<file path="config.mk">
export PLATFORM = sky130hd
export DESIGN_NAME = dps_host
export DESIGN_NICKNAME = d
export VERILOG_FILES = /design/src/pkg/dps_pkg.sv /design/src/pkg/dps_cyc_if.sv /design/src/hw/dps_host.sv /design/src/hw/dps_pin_seq.sv
export SDC_FILE = /design/constraint.sdc
export NUM_CORES = 1
export LEC_CHECK = 0
export ABC_AREA = 0
export CORE_MARGIN = 5
export CORE_UTILIZATION = 65
export CTS_CLUSTER_DIAMETER = 120
export DETAILED_ROUTE_END_ITERATION = 10
export DONT_BUFFER_PORTS = 1
export PLACE_DENSITY_LB_ADDON = 0.25
export SLEW_MARGIN = 20
export SYNTH_ARGS = -nofsm -noshare
export SYNTH_HDL_FRONTEND = slang
export SYNTH_SLANG_ARGS = --single-unit
export TNS_END_PERCENT = 1
</file>
<file path="constraint.sdc">
create_clock -name i_clk_sys -period 3.55 [get_ports i_clk_sys]
set_input_delay 0.71 -clock i_clk_sys [delete_from_list [all_inputs] [get_ports i_clk_sys]]
set_output_delay 0.71 -clock i_clk_sys [all_outputs]
set_load 0.1 [all_outputs]
</file>
<file path="src/pkg/dps_pkg.sv">
package dps_pkg;
  localparam int ADDR_W = 14;
  localparam int DATA_W = 18;
  localparam int LATCH_IDX_W = 3;
  localparam int SYNC_W = DATA_W + 2;
  localparam int CNT_W = 8;
  localparam int CLK_PERIOD_NS = 10;

  // least times, rounded up, never below one cycle
  function automatic int dps_cyc_up(input int ns);
    int c;
    c = (ns + CLK_PERIOD_NS - 1) / CLK_PERIOD_NS;
    return (c < 1) ? 1 : c;
  endfunction : dps_cyc_up

  // pin timing figures, plain defaults for the slowest grade assumed
  localparam int ADDR_SETUP_NS = 10;
  localparam int ACCESS_TIME_NS = 20;
  localparam int WRITE_PULSE_NS = 20;
  localparam int HOLD_NS = 10;
  localparam int LATCH_RECOVERY_GAP_NS = 10;
  localparam int LATCH_WRITE_TO_READ_DELAY_NS = 10;
  localparam int POLL_GAP_NS = 100;
  localparam int SYNC_LAT_CYC = 4;

  localparam logic [CNT_W-1:0] SETUP_CYC = CNT_W'(dps_cyc_up(ADDR_SETUP_NS));
  localparam logic [CNT_W-1:0] STROBE_RD_CYC =
    CNT_W'(dps_cyc_up(ACCESS_TIME_NS) + SYNC_LAT_CYC);
  localparam logic [CNT_W-1:0] STROBE_WR_CYC =
    CNT_W'(dps_cyc_up(WRITE_PULSE_NS) + SYNC_LAT_CYC);
  localparam logic [CNT_W-1:0] HOLD_CYC = CNT_W'(dps_cyc_up(HOLD_NS));
  localparam logic [CNT_W-1:0] GAP_CYC =
    CNT_W'(dps_cyc_up(LATCH_RECOVERY_GAP_NS) + dps_cyc_up(LATCH_WRITE_TO_READ_DELAY_NS));
  localparam logic [CNT_W-1:0] POLL_CYC = CNT_W'(dps_cyc_up(POLL_GAP_NS));
  localparam logic [CNT_W-1:0] CNT_ONE = 8'h01;

  localparam logic [ADDR_W-1:0] MAILBOX_RIGHT_ADDR = 14'h3FFF;
  localparam logic [ADDR_W-1:0] MAILBOX_LEFT_ADDR = 14'h3FFE;
  localparam logic TOKEN_REQUEST = 1'h0;
  localparam logic TOKEN_RELEASE = 1'h1;
  localparam logic [SYNC_W-1:0] SYNC_RST = 20'hFFFFF;

  typedef enum logic [1:0] {
    OP_MEM_RD = 2'h0,
    OP_MEM_WR = 2'h1,
    OP_SEM_TAKE = 2'h2,
    OP_SEM_GIVE = 2'h3
  } dps_op_e;

  typedef enum logic [1:0] {
    M_IDLE = 2'h0,
    M_ACCESS = 2'h1,
    M_GAP = 2'h3,
    M_READ = 2'h2
  } dps_main_e;

  typedef enum logic [1:0] {
    S_IDLE = 2'h0,
    S_SETUP = 2'h1,
    S_STROBE = 2'h3,
    S_HOLD = 2'h2
  } dps_seq_e;
endpackage : dps_pkg

</file>
<file path="src/pkg/dps_cyc_if.sv">
`timescale 1ns/10ps
interface dps_cyc_if;
  logic start;
  logic is_write;
  logic is_latch;
  logic [dps_pkg::ADDR_W-1:0] addr;
  logic [dps_pkg::DATA_W-1:0] wdata;
  logic [1:0] be_n;
  logic [dps_pkg::DATA_W-1:0] pin_dq;
  logic pin_busy_n;
  logic done;
  logic [dps_pkg::DATA_W-1:0] rdata;
  logic busy_hit;
  modport ctl (output start, is_write, is_latch, addr, wdata, be_n, pin_dq, pin_busy_n,
               input done, rdata, busy_hit);
  modport seq (input start, is_write, is_latch, addr, wdata, be_n, pin_dq, pin_busy_n,
               output done, rdata, busy_hit);
endinterface : dps_cyc_if

</file>
<file path="src/hw/dps_host.sv">
// Operation
// - to request a token, write zero to the latch, then read it back.
// - after a latch write keep latch select high for the recovery gap.
// - reading zero means token owned; reading one means keep polling.
// - latch select low acts as chip select; array select stays high.
`timescale 1ns/10ps
module dps_host (
  input wire logic i_clk_sys,
  input wire logic i_rst_n,
  input wire logic i_clk_en,
  input wire logic i_req_valid,
  output logic o_req_ready,
  input wire logic [1:0] i_req_op,
  input wire logic [dps_pkg::ADDR_W-1:0] i_req_addr,
  input wire logic [dps_pkg::DATA_W-1:0] i_req_data,
  input wire logic [1:0] i_req_byte_en,
  input wire logic i_cancel,
  output logic o_rsp_valid,
  output logic [dps_pkg::DATA_W-1:0] o_rsp_data,
  output logic o_rsp_granted,
  output logic o_rsp_busy,
  output logic o_polling,
  output logic o_mailbox_pending,
  output logic [dps_pkg::ADDR_W-1:0] o_addr,
  output logic o_array_select_n,
  output logic o_latch_select_n,
  output logic o_rw_n,
  output logic o_oe_n,
  output logic o_upper_byte_select_n,
  output logic o_lower_byte_select_n,
  output logic [dps_pkg::DATA_W-1:0] o_dq,
  output logic o_dq_oe,
  input wire logic [dps_pkg::DATA_W-1:0] i_dq,
  input wire logic i_busy_n,
  input wire logic i_mailbox_int_n
);
  typedef struct packed {
    dps_pkg::dps_main_e st;
    dps_pkg::dps_op_e op;
    logic wr;
    logic latch;
    logic start;
    logic cancel_pend;
    logic rsp_valid;
    logic granted;
    logic busy_hit;
    logic [dps_pkg::CNT_W-1:0] cnt;
    logic [dps_pkg::ADDR_W-1:0] addr;
    logic [1:0] be_n;
    logic [dps_pkg::DATA_W-1:0] data;
    logic [dps_pkg::DATA_W-1:0] rsp_data;
    logic [dps_pkg::SYNC_W-1:0] s1;
    logic [dps_pkg::SYNC_W-1:0] s2;
    logic [dps_pkg::SYNC_W-1:0] s3;
    logic [dps_pkg::SYNC_W-1:0] sf;
  } dps_host_s;

  dps_host_s r;
  dps_host_s next_r;
  dps_cyc_if cyc ();
  dps_pkg::dps_op_e req_op;
  logic tok;
  logic seen_done;

  assign req_op = dps_pkg::dps_op_e'(i_req_op);
  assign tok = cyc.rdata[0];
  assign seen_done = cyc.done;

  always_comb begin
    next_r = r;
    next_r.start = 1'b0;
    next_r.rsp_valid = 1'b0;
    // pins: three stages, a bit moves once stages two and three agree
    next_r.s1 = {i_mailbox_int_n, i_busy_n, i_dq};
    next_r.s2 = r.s1;
    next_r.s3 = r.s2;
    next_r.sf = (~(r.s2 ^ r.s3) & r.s3) | ((r.s2 ^ r.s3) & r.sf);
    if (i_cancel && r.st != dps_pkg::M_IDLE) begin
      next_r.cancel_pend = 1'b1;
    end
    case (r.st)
      dps_pkg::M_IDLE: begin
        if (i_req_valid) begin
          next_r.op = req_op;
          next_r.cancel_pend = 1'b0;
          next_r.latch = req_op[1];
          next_r.wr = (req_op != dps_pkg::OP_MEM_RD);
          next_r.be_n = ~i_req_byte_en;
          next_r.start = 1'b1;
          next_r.st = dps_pkg::M_ACCESS;
          if (req_op[1]) begin
            next_r.addr = {11'h000, i_req_addr[dps_pkg::LATCH_IDX_W-1:0]};
            // token in bit zero, copied on all lines
            next_r.data = {dps_pkg::DATA_W{req_op == dps_pkg::OP_SEM_GIVE}};
          end else begin
            next_r.addr = i_req_addr;
            next_r.data = i_req_data;
          end
        end
      end
      dps_pkg::M_ACCESS: begin
        if (seen_done) begin
          if (r.op == dps_pkg::OP_SEM_TAKE) begin
            next_r.cnt = dps_pkg::GAP_CYC - dps_pkg::CNT_ONE;
            next_r.st = dps_pkg::M_GAP;
          end else if (r.op == dps_pkg::OP_MEM_WR && cyc.busy_hit) begin
            // a write under busy may miss the mailbox; repeat it
            next_r.start = 1'b1;
          end else begin
            next_r.rsp_valid = 1'b1;
            next_r.rsp_data = cyc.rdata;
            next_r.granted = 1'b0;
            next_r.busy_hit = cyc.busy_hit;
            next_r.st = dps_pkg::M_IDLE;
          end
        end
      end
      dps_pkg::M_GAP: begin
        if (r.cnt == '0) begin
          next_r.wr = 1'b0;
          next_r.start = 1'b1;
          next_r.st = dps_pkg::M_READ;
        end else begin
          next_r.cnt = r.cnt - dps_pkg::CNT_ONE;
        end
      end
      dps_pkg::M_READ: begin
        if (seen_done) begin
          if (tok == dps_pkg::TOKEN_REQUEST) begin
            next_r.rsp_valid = 1'b1;
            next_r.rsp_data = cyc.rdata;
            next_r.granted = 1'b1;
            next_r.busy_hit = 1'b0;
            next_r.st = dps_pkg::M_IDLE;
          end else if (r.cancel_pend) begin
            // withdraw the request by writing one
            next_r.op = dps_pkg::OP_SEM_GIVE;
            next_r.wr = 1'b1;
            next_r.data = {dps_pkg::DATA_W{dps_pkg::TOKEN_RELEASE}};
            next_r.start = 1'b1;
            next_r.st = dps_pkg::M_ACCESS;
          end else begin
            // far port holds it; our request stays pending
            next_r.cnt = dps_pkg::POLL_CYC - dps_pkg::CNT_ONE;
            next_r.st = dps_pkg::M_GAP;
          end
        end
      end
      default: begin
        next_r.st = dps_pkg::M_IDLE;
      end
    endcase
  end

  always_ff @(posedge i_clk_sys or negedge i_rst_n) begin
    if (!i_rst_n) begin
      r <= '{st: dps_pkg::M_IDLE, op: dps_pkg::OP_MEM_RD, s1: dps_pkg::SYNC_RST,
             s2: dps_pkg::SYNC_RST, s3: dps_pkg::SYNC_RST, sf: dps_pkg::SYNC_RST,
             be_n: 2'h3, default: '0};
    end else if (i_clk_en) begin
      r <= next_r;
    end
  end

  assign cyc.start = r.start;
  assign cyc.is_write = r.wr;
  assign cyc.is_latch = r.latch;
  assign cyc.addr = r.addr;
  assign cyc.wdata = r.data;
  assign cyc.be_n = r.be_n;
  assign cyc.pin_dq = r.sf[dps_pkg::DATA_W-1:0];
  assign cyc.pin_busy_n = r.sf[dps_pkg::DATA_W];

  assign o_req_ready = (r.st == dps_pkg::M_IDLE);
  assign o_rsp_valid = r.rsp_valid;
  assign o_rsp_data = r.rsp_data;
  assign o_rsp_granted = r.granted;
  assign o_rsp_busy = r.busy_hit;
  assign o_polling = r.latch && (r.st == dps_pkg::M_GAP || r.st == dps_pkg::M_READ);
  // the device clears this itself when our mailbox is read while busy is not asserted
  assign o_mailbox_pending = ~r.sf[dps_pkg::SYNC_W-1];

  dps_pin_seq u_seq (
    .i_clk_sys(i_clk_sys),
    .i_rst_n(i_rst_n),
    .i_clk_en(i_clk_en),
    .cyc(cyc.seq),
    .o_addr(o_addr),
    .o_array_select_n(o_array_select_n),
    .o_latch_select_n(o_latch_select_n),
    .o_rw_n(o_rw_n),
    .o_oe_n(o_oe_n),
    .o_upper_byte_select_n(o_upper_byte_select_n),
    .o_lower_byte_select_n(o_lower_byte_select_n),
    .o_dq(o_dq),
    .o_dq_oe(o_dq_oe)
  );

  a_no_dual_select: assert property (@(posedge i_clk_sys) disable iff (!i_rst_n)
    !(!o_array_select_n && !o_latch_select_n))
    else $error("array and latch selected together");
  a_latch_bytes_off: assert property (@(posedge i_clk_sys) disable iff (!i_rst_n)
    !o_latch_select_n |-> (o_upper_byte_select_n && o_lower_byte_select_n && o_array_select_n))
    else $error("byte or array select low in latch access");
  a_take_writes_zero: assert property (@(posedge i_clk_sys)
    disable iff (!i_rst_n || !i_clk_en)
    (r.start && r.wr && r.op == dps_pkg::OP_SEM_TAKE) |-> (r.data[0] == 1'b0 && r.latch))
    else $error("take does not write zero");
  a_gap_after_write: assert property (@(posedge i_clk_sys)
    disable iff (!i_rst_n || !i_clk_en)
    (r.st == dps_pkg::M_ACCESS && seen_done && r.op == dps_pkg::OP_SEM_TAKE)
    |=> (o_latch_select_n && r.st == dps_pkg::M_GAP) [*2] ##1 o_latch_select_n)
    else $error("latch read back without recovery gap");
  a_grant_on_zero: assert property (@(posedge i_clk_sys)
    disable iff (!i_rst_n || !i_clk_en)
    (r.st == dps_pkg::M_READ && seen_done && !tok) |=> (o_rsp_valid && o_rsp_granted))
    else $error("zero read not reported as granted");
  a_poll_on_one: assert property (@(posedge i_clk_sys)
    disable iff (!i_rst_n || !i_clk_en)
    (r.st == dps_pkg::M_READ && seen_done && tok && !r.cancel_pend)
    |=> (!o_rsp_valid && r.st == dps_pkg::M_GAP && r.cnt == dps_pkg::POLL_CYC - 8'h01))
    else $error("one read did not lead to polling");
  a_cancel_release: assert property (@(posedge i_clk_sys)
    disable iff (!i_rst_n || !i_clk_en)
    (r.st == dps_pkg::M_READ && seen_done && tok && r.cancel_pend)
    |=> (r.start && r.wr && r.data[0] && r.st == dps_pkg::M_ACCESS))
    else $error("cancel did not write one");
  a_busy_write_retry: assert property (@(posedge i_clk_sys)
    disable iff (!i_rst_n || !i_clk_en)
    (r.st == dps_pkg::M_ACCESS && seen_done && r.op == dps_pkg::OP_MEM_WR && cyc.busy_hit)
    |=> (r.start && !o_rsp_valid && r.st == dps_pkg::M_ACCESS))
    else $error("write under busy not repeated");
  a_latch_addr_low: assert property (@(posedge i_clk_sys) disable iff (!i_rst_n)
    !o_latch_select_n |-> (o_addr[dps_pkg::ADDR_W-1:dps_pkg::LATCH_IDX_W] == '0))
    else $error("upper address bits set in latch access");

  c_grant: cover property (@(posedge i_clk_sys) disable iff (!i_rst_n)
    o_rsp_valid && o_rsp_granted);
  c_poll: cover property (@(posedge i_clk_sys) disable iff (!i_rst_n)
    r.st == dps_pkg::M_READ && seen_done && tok);
  c_cancel: cover property (@(posedge i_clk_sys) disable iff (!i_rst_n)
    r.op == dps_pkg::OP_SEM_GIVE && r.cancel_pend && o_rsp_valid);
  c_mem_write: cover property (@(posedge i_clk_sys) disable iff (!i_rst_n)
    !o_array_select_n && !o_rw_n);
  c_busy_retry: cover property (@(posedge i_clk_sys) disable iff (!i_rst_n)
    r.op == dps_pkg::OP_MEM_WR && cyc.busy_hit && seen_done);
endmodule : dps_host

</file>
<file path="src/hw/dps_pin_seq.sv">
`timescale 1ns/10ps
module dps_pin_seq (
  input wire logic i_clk_sys,
  input wire logic i_rst_n,
  input wire logic i_clk_en,
  dps_cyc_if.seq cyc,
  output logic [dps_pkg::ADDR_W-1:0] o_addr,
  output logic o_array_select_n,
  output logic o_latch_select_n,
  output logic o_rw_n,
  output logic o_oe_n,
  output logic o_upper_byte_select_n,
  output logic o_lower_byte_select_n,
  output logic [dps_pkg::DATA_W-1:0] o_dq,
  output logic o_dq_oe
);
  typedef struct packed {
    dps_pkg::dps_seq_e st;
    logic [dps_pkg::CNT_W-1:0] cnt;
    logic [dps_pkg::ADDR_W-1:0] addr;
    logic ce_n;
    logic sem_n;
    logic rw_n;
    logic oe_n;
    logic [1:0] bs_n;
    logic [dps_pkg::DATA_W-1:0] dq;
    logic dq_oe;
    logic [dps_pkg::DATA_W-1:0] rdata;
    logic busy_hit;
    logic done;
  } dps_seq_s;

  dps_seq_s r;
  dps_seq_s next_r;

  always_comb begin
    next_r = r;
    next_r.done = 1'b0;
    case (r.st)
      dps_pkg::S_IDLE: begin
        if (cyc.start) begin
          next_r.addr = cyc.addr;
          next_r.dq = cyc.wdata;
          next_r.dq_oe = cyc.is_write;
          // byte selects stay off on latch cycles
          next_r.bs_n = cyc.is_latch ? 2'h3 : cyc.be_n;
          next_r.cnt = dps_pkg::SETUP_CYC - dps_pkg::CNT_ONE;
          next_r.st = dps_pkg::S_SETUP;
        end
      end
      dps_pkg::S_SETUP: begin
        if (r.cnt == '0) begin
          // never both selects low together
          next_r.ce_n = cyc.is_latch;
          next_r.sem_n = ~cyc.is_latch;
          next_r.rw_n = ~cyc.is_write;
          next_r.oe_n = cyc.is_write;
          next_r.cnt = (cyc.is_write ? dps_pkg::STROBE_WR_CYC : dps_pkg::STROBE_RD_CYC)
                       - dps_pkg::CNT_ONE;
          next_r.st = dps_pkg::S_STROBE;
        end else begin
          next_r.cnt = r.cnt - dps_pkg::CNT_ONE;
        end
      end
      dps_pkg::S_STROBE: begin
        if (r.cnt == '0) begin
          next_r.rdata = cyc.pin_dq;
          next_r.busy_hit = ~cyc.pin_busy_n;
          next_r.ce_n = 1'b1;
          next_r.sem_n = 1'b1;
          next_r.rw_n = 1'b1;
          next_r.oe_n = 1'b1;
          next_r.cnt = dps_pkg::HOLD_CYC - dps_pkg::CNT_ONE;
          next_r.st = dps_pkg::S_HOLD;
        end else begin
          next_r.cnt = r.cnt - dps_pkg::CNT_ONE;
        end
      end
      dps_pkg::S_HOLD: begin
        if (r.cnt == '0) begin
          // data held past the rising write edge, then released
          next_r.dq_oe = 1'b0;
          next_r.bs_n = 2'h3;
          next_r.done = 1'b1;
          next_r.st = dps_pkg::S_IDLE;
        end else begin
          next_r.cnt = r.cnt - dps_pkg::CNT_ONE;
        end
      end
      default: begin
        next_r.st = dps_pkg::S_IDLE;
      end
    endcase
  end

  always_ff @(posedge i_clk_sys or negedge i_rst_n) begin
    if (!i_rst_n) begin
      r <= '{st: dps_pkg::S_IDLE, ce_n: 1'b1, sem_n: 1'b1, rw_n: 1'b1, oe_n: 1'b1,
             bs_n: 2'h3, default: '0};
    end else if (i_clk_en) begin
      r <= next_r;
    end
  end

  assign o_addr = r.addr;
  assign o_array_select_n = r.ce_n;
  assign o_latch_select_n = r.sem_n;
  assign o_rw_n = r.rw_n;
  assign o_oe_n = r.oe_n;
  assign o_upper_byte_select_n = r.bs_n[1];
  assign o_lower_byte_select_n = r.bs_n[0];
  assign o_dq = r.dq;
  assign o_dq_oe = r.dq_oe;
  assign cyc.done = r.done;
  assign cyc.rdata = r.rdata;
  assign cyc.busy_hit = r.busy_hit;

  a_idle_quiet: assert property (@(posedge i_clk_sys) disable iff (!i_rst_n)
    (r.st == dps_pkg::S_IDLE) |-> (r.ce_n && r.sem_n && r.oe_n && r.rw_n))
    else $error("port not quiet while idle");
endmodule : dps_pin_seq

</file>
==> out/qor.yml, run 1 <==
status:
  outcome: "finished with violations"
  violated_checks: "hold timing"
route:
  remaining_drc_errors: 0
  drtPass1Iterations: 5
  detail_route.wirelength_mm: 17.6
  viasPerCell: 6.00
  num_vias: 5739
  drt.antenna.violating_nets: 0
  drtIter0Drc: 354
  wl_per_cell_um: 18.4
worst_setup_path:
  setup.worst_path.start_class: "flip-flop"
  critical_path_required_ns: 2.84
  r2r.worst_path.cells: 7
  path_max_fanout: 18
  critPathKind: "reg -> out"
  crit_path_start: "r[149]"
  critical_path_arrival_ns: 2.05
  worst_r2r_startpoint: "r[149]"
  worst_setup_path_end_kind: "primary output"
pwr:
  vdd_drop_max_mv: 0.487
  power-per-cell-area_nw_per_um2: 932
  p_leak_nw: 4.52
cts:
  postCtsSetupRepairBufs: 0
  cts.sinks: 220
  worst_skew_pair_latency_ns: 0.51
  cts-root-to-sink-buffers: 3
  cts.root.buffer_cell: "sky130_fd_sc_hd__clkbuf_16"
  numCtsBuffers: 23
  htreeDepth: 1
  cts_tree: "done"
  post_cts_resize_count: 0
  clk_transition_reported_paths_ns: 0.06
synthesis:
  flip_flop_and_latch_count_after_synthesis: 220
  synth_largest_type_area_fraction_pct: 33.9
  netlist.top_cell.by_area: "sky130_fd_sc_hd__dfrtp_1"
  syn_area_um2: 9740
  yosys.cell_types.count: 60
  synth_enable_flop_cells: 0
  synth.net_count: 886
  yosysWarnings: 0
  ys_dominant_reg_cell: "sky130_fd_sc_hd__dfrtp_1"
  syn_area_per_cell_um2: 11.9
  synth_top_cells_by_area: "sky130_fd_sc_hd__dfrtp_1 34%, sky130_fd_sc_hd__dfstp_2 24%, sky130_fd_sc_hd__mux2_2 16%, sky130_fd_sc_hd__a21oi_1 3.9%, sky130_fd_sc_hd__buf_4 3.9%"
  synthArstFlopShare_pct: 100
  yosysSeqAreaShare_pct: 57.6
  synth.top_cells.by_count: "136 x sky130_fd_sc_hd__mux2_2, 132 x sky130_fd_sc_hd__dfrtp_1, 88 x sky130_fd_sc_hd__dfstp_2"
  synth_most_common_cell: "sky130_fd_sc_hd__mux2_2"
  cell_count_after_synthesis: 816
finish:
  antenna_cells: 0
  drive_above_1_share_pct: 36.0
  area.growth.synth_to_final_pct: 5.60
  finish.instance_area_um2: 10300
  nNetsFinal: 826
placed_design:
  gp_routability_congestion: 0.851
  port-buffer-count: 0
  total_placed_instance_area_um2: 9490
  hpwl_mm: 11.4
floorplanning:
  ioPinCount: 124
  die_height_um: 132
  area_of_the_die_um2: 17500
  core_region_area_um2: 14600
  die-width_um: 132
  rows: 44
  start_util_pct: 66.5
grt:
  gr-max-usage-layer: "met2"
  grt_start_max_net_pins: 221
  grt.total_usage_pct: 20.1
  global_route_wire_length_before_repair_mm: 30.0
  grt.met2_usage_pct: 33.2
  gr-usage-met3_pct: 4.94
  grt_pass1_vias: 5900
  gr_ovfl_total: 0
  gr-usage-met1_pct: 27.2
  antenna_found_initial: 0
timing:
  period_share_pct: 77.8
  relSlewSlack_pct: 34.3
  setup_viol: 0
  report.final.slew_viol_count: 0
  clock-skew-final_ns: 0.0138
  fmax_ghz: 0.362
  worstMarginPinSlew_ns: 0.982
  hold_violations: 132
  setup_repair_after_global_routing_missed_its_margin: "no"
  timing.hold.ws_ns: -0.0916
  setup-tns-final_ns: 0
  min_cycle_time_layout_ns: 2.76
job:
  number_of_max_cap_violations: 0
min_path:
  hold_path.class: "in -> async"
[placed cells by master, fill, tap and decap left out, types with 3 or more instances in the layout]
| cell type | instances |
|---|---|
| sky130_fd_sc_hd__mux2_2 | 136 |
| sky130_fd_sc_hd__dfrtp_1 | 132 |
| sky130_fd_sc_hd__dfstp_2 | 88 |
| sky130_fd_sc_hd__a21oi_1 | 76 |
| sky130_fd_sc_hd__nand2_1 | 64 |
| sky130_fd_sc_hd__o21ai_0 | 49 |
| sky130_fd_sc_hd__nor2_1 | 33 |
| sky130_fd_sc_hd__nand2b_1 | 26 |
| sky130_fd_sc_hd__clkbuf_16 | 24 |
| sky130_fd_sc_hd__inv_1 | 15 |
| sky130_fd_sc_hd__o31ai_1 | 11 |
| sky130_fd_sc_hd__ha_1 | 9 |
| sky130_fd_sc_hd__clkinv_2 | 7 |
| sky130_fd_sc_hd__buf_4 | 7 |
| sky130_fd_sc_hd__nor2b_1 | 6 |
| sky130_fd_sc_hd__nand3_1 | 5 |
| sky130_fd_sc_hd__nor3_1 | 5 |
| sky130_fd_sc_hd__o21a_1 | 4 |
| sky130_fd_sc_hd__nor3b_1 | 4 |
| sky130_fd_sc_hd__a31oi_1 | 4 |
| sky130_fd_sc_hd__nand4_1 | 3 |
| sky130_fd_sc_hd__or2_2 | 3 |
| sky130_fd_sc_hd__a21o_1 | 3 |
| sky130_fd_sc_hd__or3_1 | 3 |
| sky130_fd_sc_hd__a311oi_1 | 3 |
| sky130_fd_sc_hd__bufinv_16 | 3 |
| sky130_fd_sc_hd__clkbuf_1 | 3 |
| sky130_fd_sc_hd__clkbuf_8 | 3 |
[per-stage QoR]
step	util, %	setup slack, ns	cells	power, mW
2_1_floorplan	-	0.965	816	6.94
3_3_place_gp	64.8	1.29	915	6.98
3_5_place_dp	64.8	1.14	915	7.15
4_1_cts	70.3	0.784	957	9.66
5_1_grt	70.3	0.689	957	10.1
6_report	70.3	0.788	957	9.59
[critical path, stage by stage (launching register included)]
cell                      delay [ns]
sky130_fd_sc_hd__dfrtp_1        0.43
sky130_fd_sc_hd__inv_1          0.10
sky130_fd_sc_hd__ha_1           0.52
sky130_fd_sc_hd__o21a_1         0.20
sky130_fd_sc_hd__buf_4          0.29
[cell type report]
class	count	area [um2]
sequential	220	5620
fill	1008	4360
multi-input combinational	489	3540
clock buffer	30	653
tap	184	230
clock inverter	12	143
inverter	15	56.3
timing repair buffer	7	52.6
[flip-flops by register name (all words and copies together) (netlist names), 2 cells and up, named ones only]
| register | flops |
|---|---|
| cyc.wdata | 18 |
| r | 33 |
| u_seq.o_dq | 18 |
| next_r | 40 |
| cyc.addr | 14 |
| u_seq.o_addr | 14 |
| o_rsp_data | 18 |
| u_seq.cyc.rdata | 18 |
| cyc.be_n | 2 |
| u_seq.r | 10 |
[cells by family (layout without fill, tap and decap cells)]
group / Yosys count / in the layout / share of synthesized area, %
muxes: 138 / 138 / 15.9
AOI/OAI and AO/OA: 171 / 171 / 10.2
adders and majority gates: 9 / 9 / 1.16
and+or+nand+nor: 171 / 171 / 8.86
buffers and inverters: 107 / 64 / 6.27
DFF: 220 / 220 / 57.6
[final timing paths]
kind                       slack [ns]             end
min in group i_clk_sys           0.28     cyc.be_n[1]
max reg2reg                      1.11  o_rsp_data[11]
max in group asynchronous        3.27      next_r[22]
max                              0.79       o_polling
min                             -0.09   u_seq.o_dq[5]
min reg2reg                      0.48    cyc.addr[11]
[layer usage]
| layer | vias to the layer above | share of wire (%) |
|---|---|---|
| li1 | 2687 | - |
| met1 | 2854 | 43 |
| met2 | 172 | 48 |
| met3 | 26 | 6.5 |
| met4 | 0 | 1.9 |
| met5 | - | 0 |
[power by group]
| group | switching [mW] | leakage, nW | internal [mW] |
|---|---|---|---|
| Combinational | 0.877 | 1.45 | 0.782 |
| Sequential | 2.12 | 2.68 | 3.34 |
| Clock | 0.949 | 0.399 | 1.52 |
| Total | 3.95 | 4.52 | 5.64 |
Note: power is estimated with default switching activity, not from simulation.
==> run 2, diff against run 1 <==
--- a/config.mk
+++ b/config.mk
@@ -7,7 +7,7 @@
 export LEC_CHECK = 0
 export ABC_AREA = 0
 export CORE_MARGIN = 5
-export CORE_UTILIZATION = 65
+export CORE_UTILIZATION = 57
 export CTS_CLUSTER_DIAMETER = 120
 export DETAILED_ROUTE_END_ITERATION = 10
 export DONT_BUFFER_PORTS = 1
==> constraint.sdc (replaced) <==
create_clock -name i_clk_sys -period 2.2 [get_ports i_clk_sys]
set_input_delay 0.44 -clock i_clk_sys [delete_from_list [all_inputs] [get_ports i_clk_sys]]
set_output_delay 0.44 -clock i_clk_sys [all_outputs]
set_load 0.1 [all_outputs]
==> out/qor.yml, run 2 (synthesized netlist as in run 1, its figures left out) <==
status:
  violated_checks: "hold timing"
  outcome: "finished with violations"
timing:
  min_cycle_time_layout_ns: 2.18
  setup_repair_after_global_routing_missed_its_margin: "yes"
  fmax_ghz: 0.459
  period_share_pct: 99.0
  relSlewSlack_pct: 35.0  # +0.67 points
  hold_violations: 203  # +54%
  clock-skew-final_ns: 0.0152  # +0.00141 ns
  report.final.slew_viol_count: 0  # unchanged
  timing.hold.ws_ns: -0.362  # -0.271 ns
  setup-tns-final_ns: 0  # unchanged
  setup_viol: 0  # unchanged
  worstMarginPinSlew_ns: 0.975  # -0.00731 ns
pwr:
  seqPwrFrac_pct: 56.8  # -0.2 points
  p_sw_mw: 6.30  # +60%
  netSwitchingFraction_pct: 41.1  # -0.078 points
  p_leak_nw: 4.56  # +0.83%
  p_int_mw: 9.03  # +60%
  clock_power_share_pct: 24.1  # -1.6 points
  vdd_drop_max_mv: 0.807  # +66%
  comb_power_share_pct: 19.1  # +1.8 points
  power-per-cell-area_nw_per_um2: 1470  # +58%
floorplanning:
  ioPinCount: 124  # unchanged
  core_region_area_um2: 16700  # +14%
  rows: 47  # +6.8%
  die_height_um: 141  # +6.3%
  die-width_um: 141  # +6.3%
  start_util_pct: 58.3  # -8.2 points
  area_of_the_die_um2: 19800  # +13%
worst_setup_path:
  critical_path_arrival_ns: 1.74  # -0.31 ns
  cpPeakStageDelay_ns: 0.41  # -0.11 ns
  worst_setup_path_end_kind: "primary output"
  timing.critical_path.buf_inv: 2  # unchanged
  critical_path_required_ns: 1.76  # -1.08 ns
  worst_r2r_startpoint: "r[132]"
  setup.worst_path.start_class: "flip-flop"
  crit_chain: "buf_4 -> ha_1 -> o21a_1 -> buf_12"
  cpLargestDelayFamily: "flip-flops"
  critPathKind: "reg -> out"
  crit_slowest_cell: "sky130_fd_sc_hd__dfrtp_1"
  crit_path_start: "r[149]"
  path_max_fanout: 5  # -13
cts:
  cts-root-to-sink-buffers: 3  # unchanged
  cts_tree: "done"
  cts.sinks: 220  # unchanged
  htreeDepth: 1  # unchanged
  worst_skew_pair_latency_ns: 0.50  # about the same
  cts.root.buffer_cell: "sky130_fd_sc_hd__clkbuf_16"
  clk_transition_reported_paths_ns: 0.06  # about the same
  numCtsBuffers: 23  # unchanged
finish:
  finish.instance_area_um2: 10400  # +1.3%
  layout_commonest_cell: "sky130_fd_sc_hd__mux2_2"
  antenna_cells: 0  # unchanged
  nNetsFinal: 840  # +1.7%
  area.growth.synth_to_final_pct: 7.01
  largest_reg_flops: 40  # unchanged
  fillers: 1345  # +33%
  drive_above_1_share_pct: 36.7  # +0.72 points
  mostFrequentLayoutCells: "136 x sky130_fd_sc_hd__mux2_2, 132 x sky130_fd_sc_hd__dfrtp_1, 88 x sky130_fd_sc_hd__dfstp_2"
grt:
  grt.total_usage_pct: 17.9  # -2.3 points
  gr_ovfl_total: 0  # unchanged
  grt_pass1_vias: 6028  # +2.2%
  grt_start_max_net_pins: 221  # unchanged
  antenna_found_initial: 0  # unchanged
  global_route_wire_length_before_repair_mm: 30.0  # +0.16%
placed_design:
  total_placed_instance_area_um2: 9660  # +1.8%
  port-buffer-count: 0  # unchanged
  gp_routability_congestion: 0.866  # +1.8%
  hpwl_mm: 11.7  # +2.4%
route:
  wl_per_cell_um: 17.5  # -4.9%
  remaining_drc_errors: 0  # unchanged
  drtIter0Drc: 333  # -5.9%
  drt.antenna.violating_nets: 0  # unchanged
  detail_route.wirelength_mm: 17.6  # -0.18%
  drtPass1Iterations: 5  # unchanged
  viasPerCell: 5.77  # -3.8%
  num_vias: 5796  # +0.99%
job:
  number_of_max_cap_violations: 0  # unchanged
min_path:
  hold_path.class: "in -> async"
[run 2: final timing paths]
| check | to | slack (ns) | cells after the start |
|---|---|---|---|
| worst max-delay path | o_polling | 0.02 | 4 |
| worst max register to register | r[149] | 0.05 | 6 |
| min in group i_clk_sys | cyc.be_n[0] | 0.02 | 1 |
| max in group asynchronous | next_r[45] | 2.17 | 0 |
| worst min-delay path | u_seq.o_dq[2] | -0.36 | 0 |
| worst min register to register | cyc.be_n[0] | 0.48 | 2 |
[run 2: power groups by stage]
stage          logic, mW  registers (mW)  clock network [mW]
2_1_floorplan       4.72            6.50                   0
3_3_place_gp        2.69            8.69                   0
3_5_place_dp        2.87            8.79                   0
4_1_cts             2.92            8.72                3.81
5_1_grt             3.27            8.88                4.00
6_report            2.92            8.71                3.70
[run 2: area by class of cell]
class                      instances  area (um2)  area share, %
tap                              220         275           2.64
timing repair buffer              21         199           1.91
clock buffer                      33         643           6.17
multi-input combinational        489        3550           34.1
inverter                          15        56.3          0.540
clock inverter                     7        86.3          0.828
sequential                       220        5620           53.9
[run 2: repair_timing]
item | CTS | global route
endpoints found under the hold margin | 220 | 220
setup buffers | 3 | 0
resized for setup | 1 | 3
pin swaps | 1 | 0
setup endpoints to repair | 2 | 60
[run 2: per-stage QoR]
step	cells	power (mW)	utilization (%)	setup slack, ns
4_1_cts	1005	15.5	62.4	0.00341
5_1_grt	1005	16.1	62.4	-0.0544
6_report	1005	15.3	62.4	0.0229
2_1_floorplan	816	11.2	-	-0.119
3_5_place_dp	962	11.7	57.8	0.0532
3_3_place_gp	962	11.4	57.8	0.148
[run 2: layer usage]
layer	part of all wire (%)	vias to the layer above	global-route usage (%)
met2	47	164	28.4
li1	-	2719	-
met1	43	2872	24.1
met4	2.6	0	5.20
met5	0	-	0
met3	7.6	41	5.15
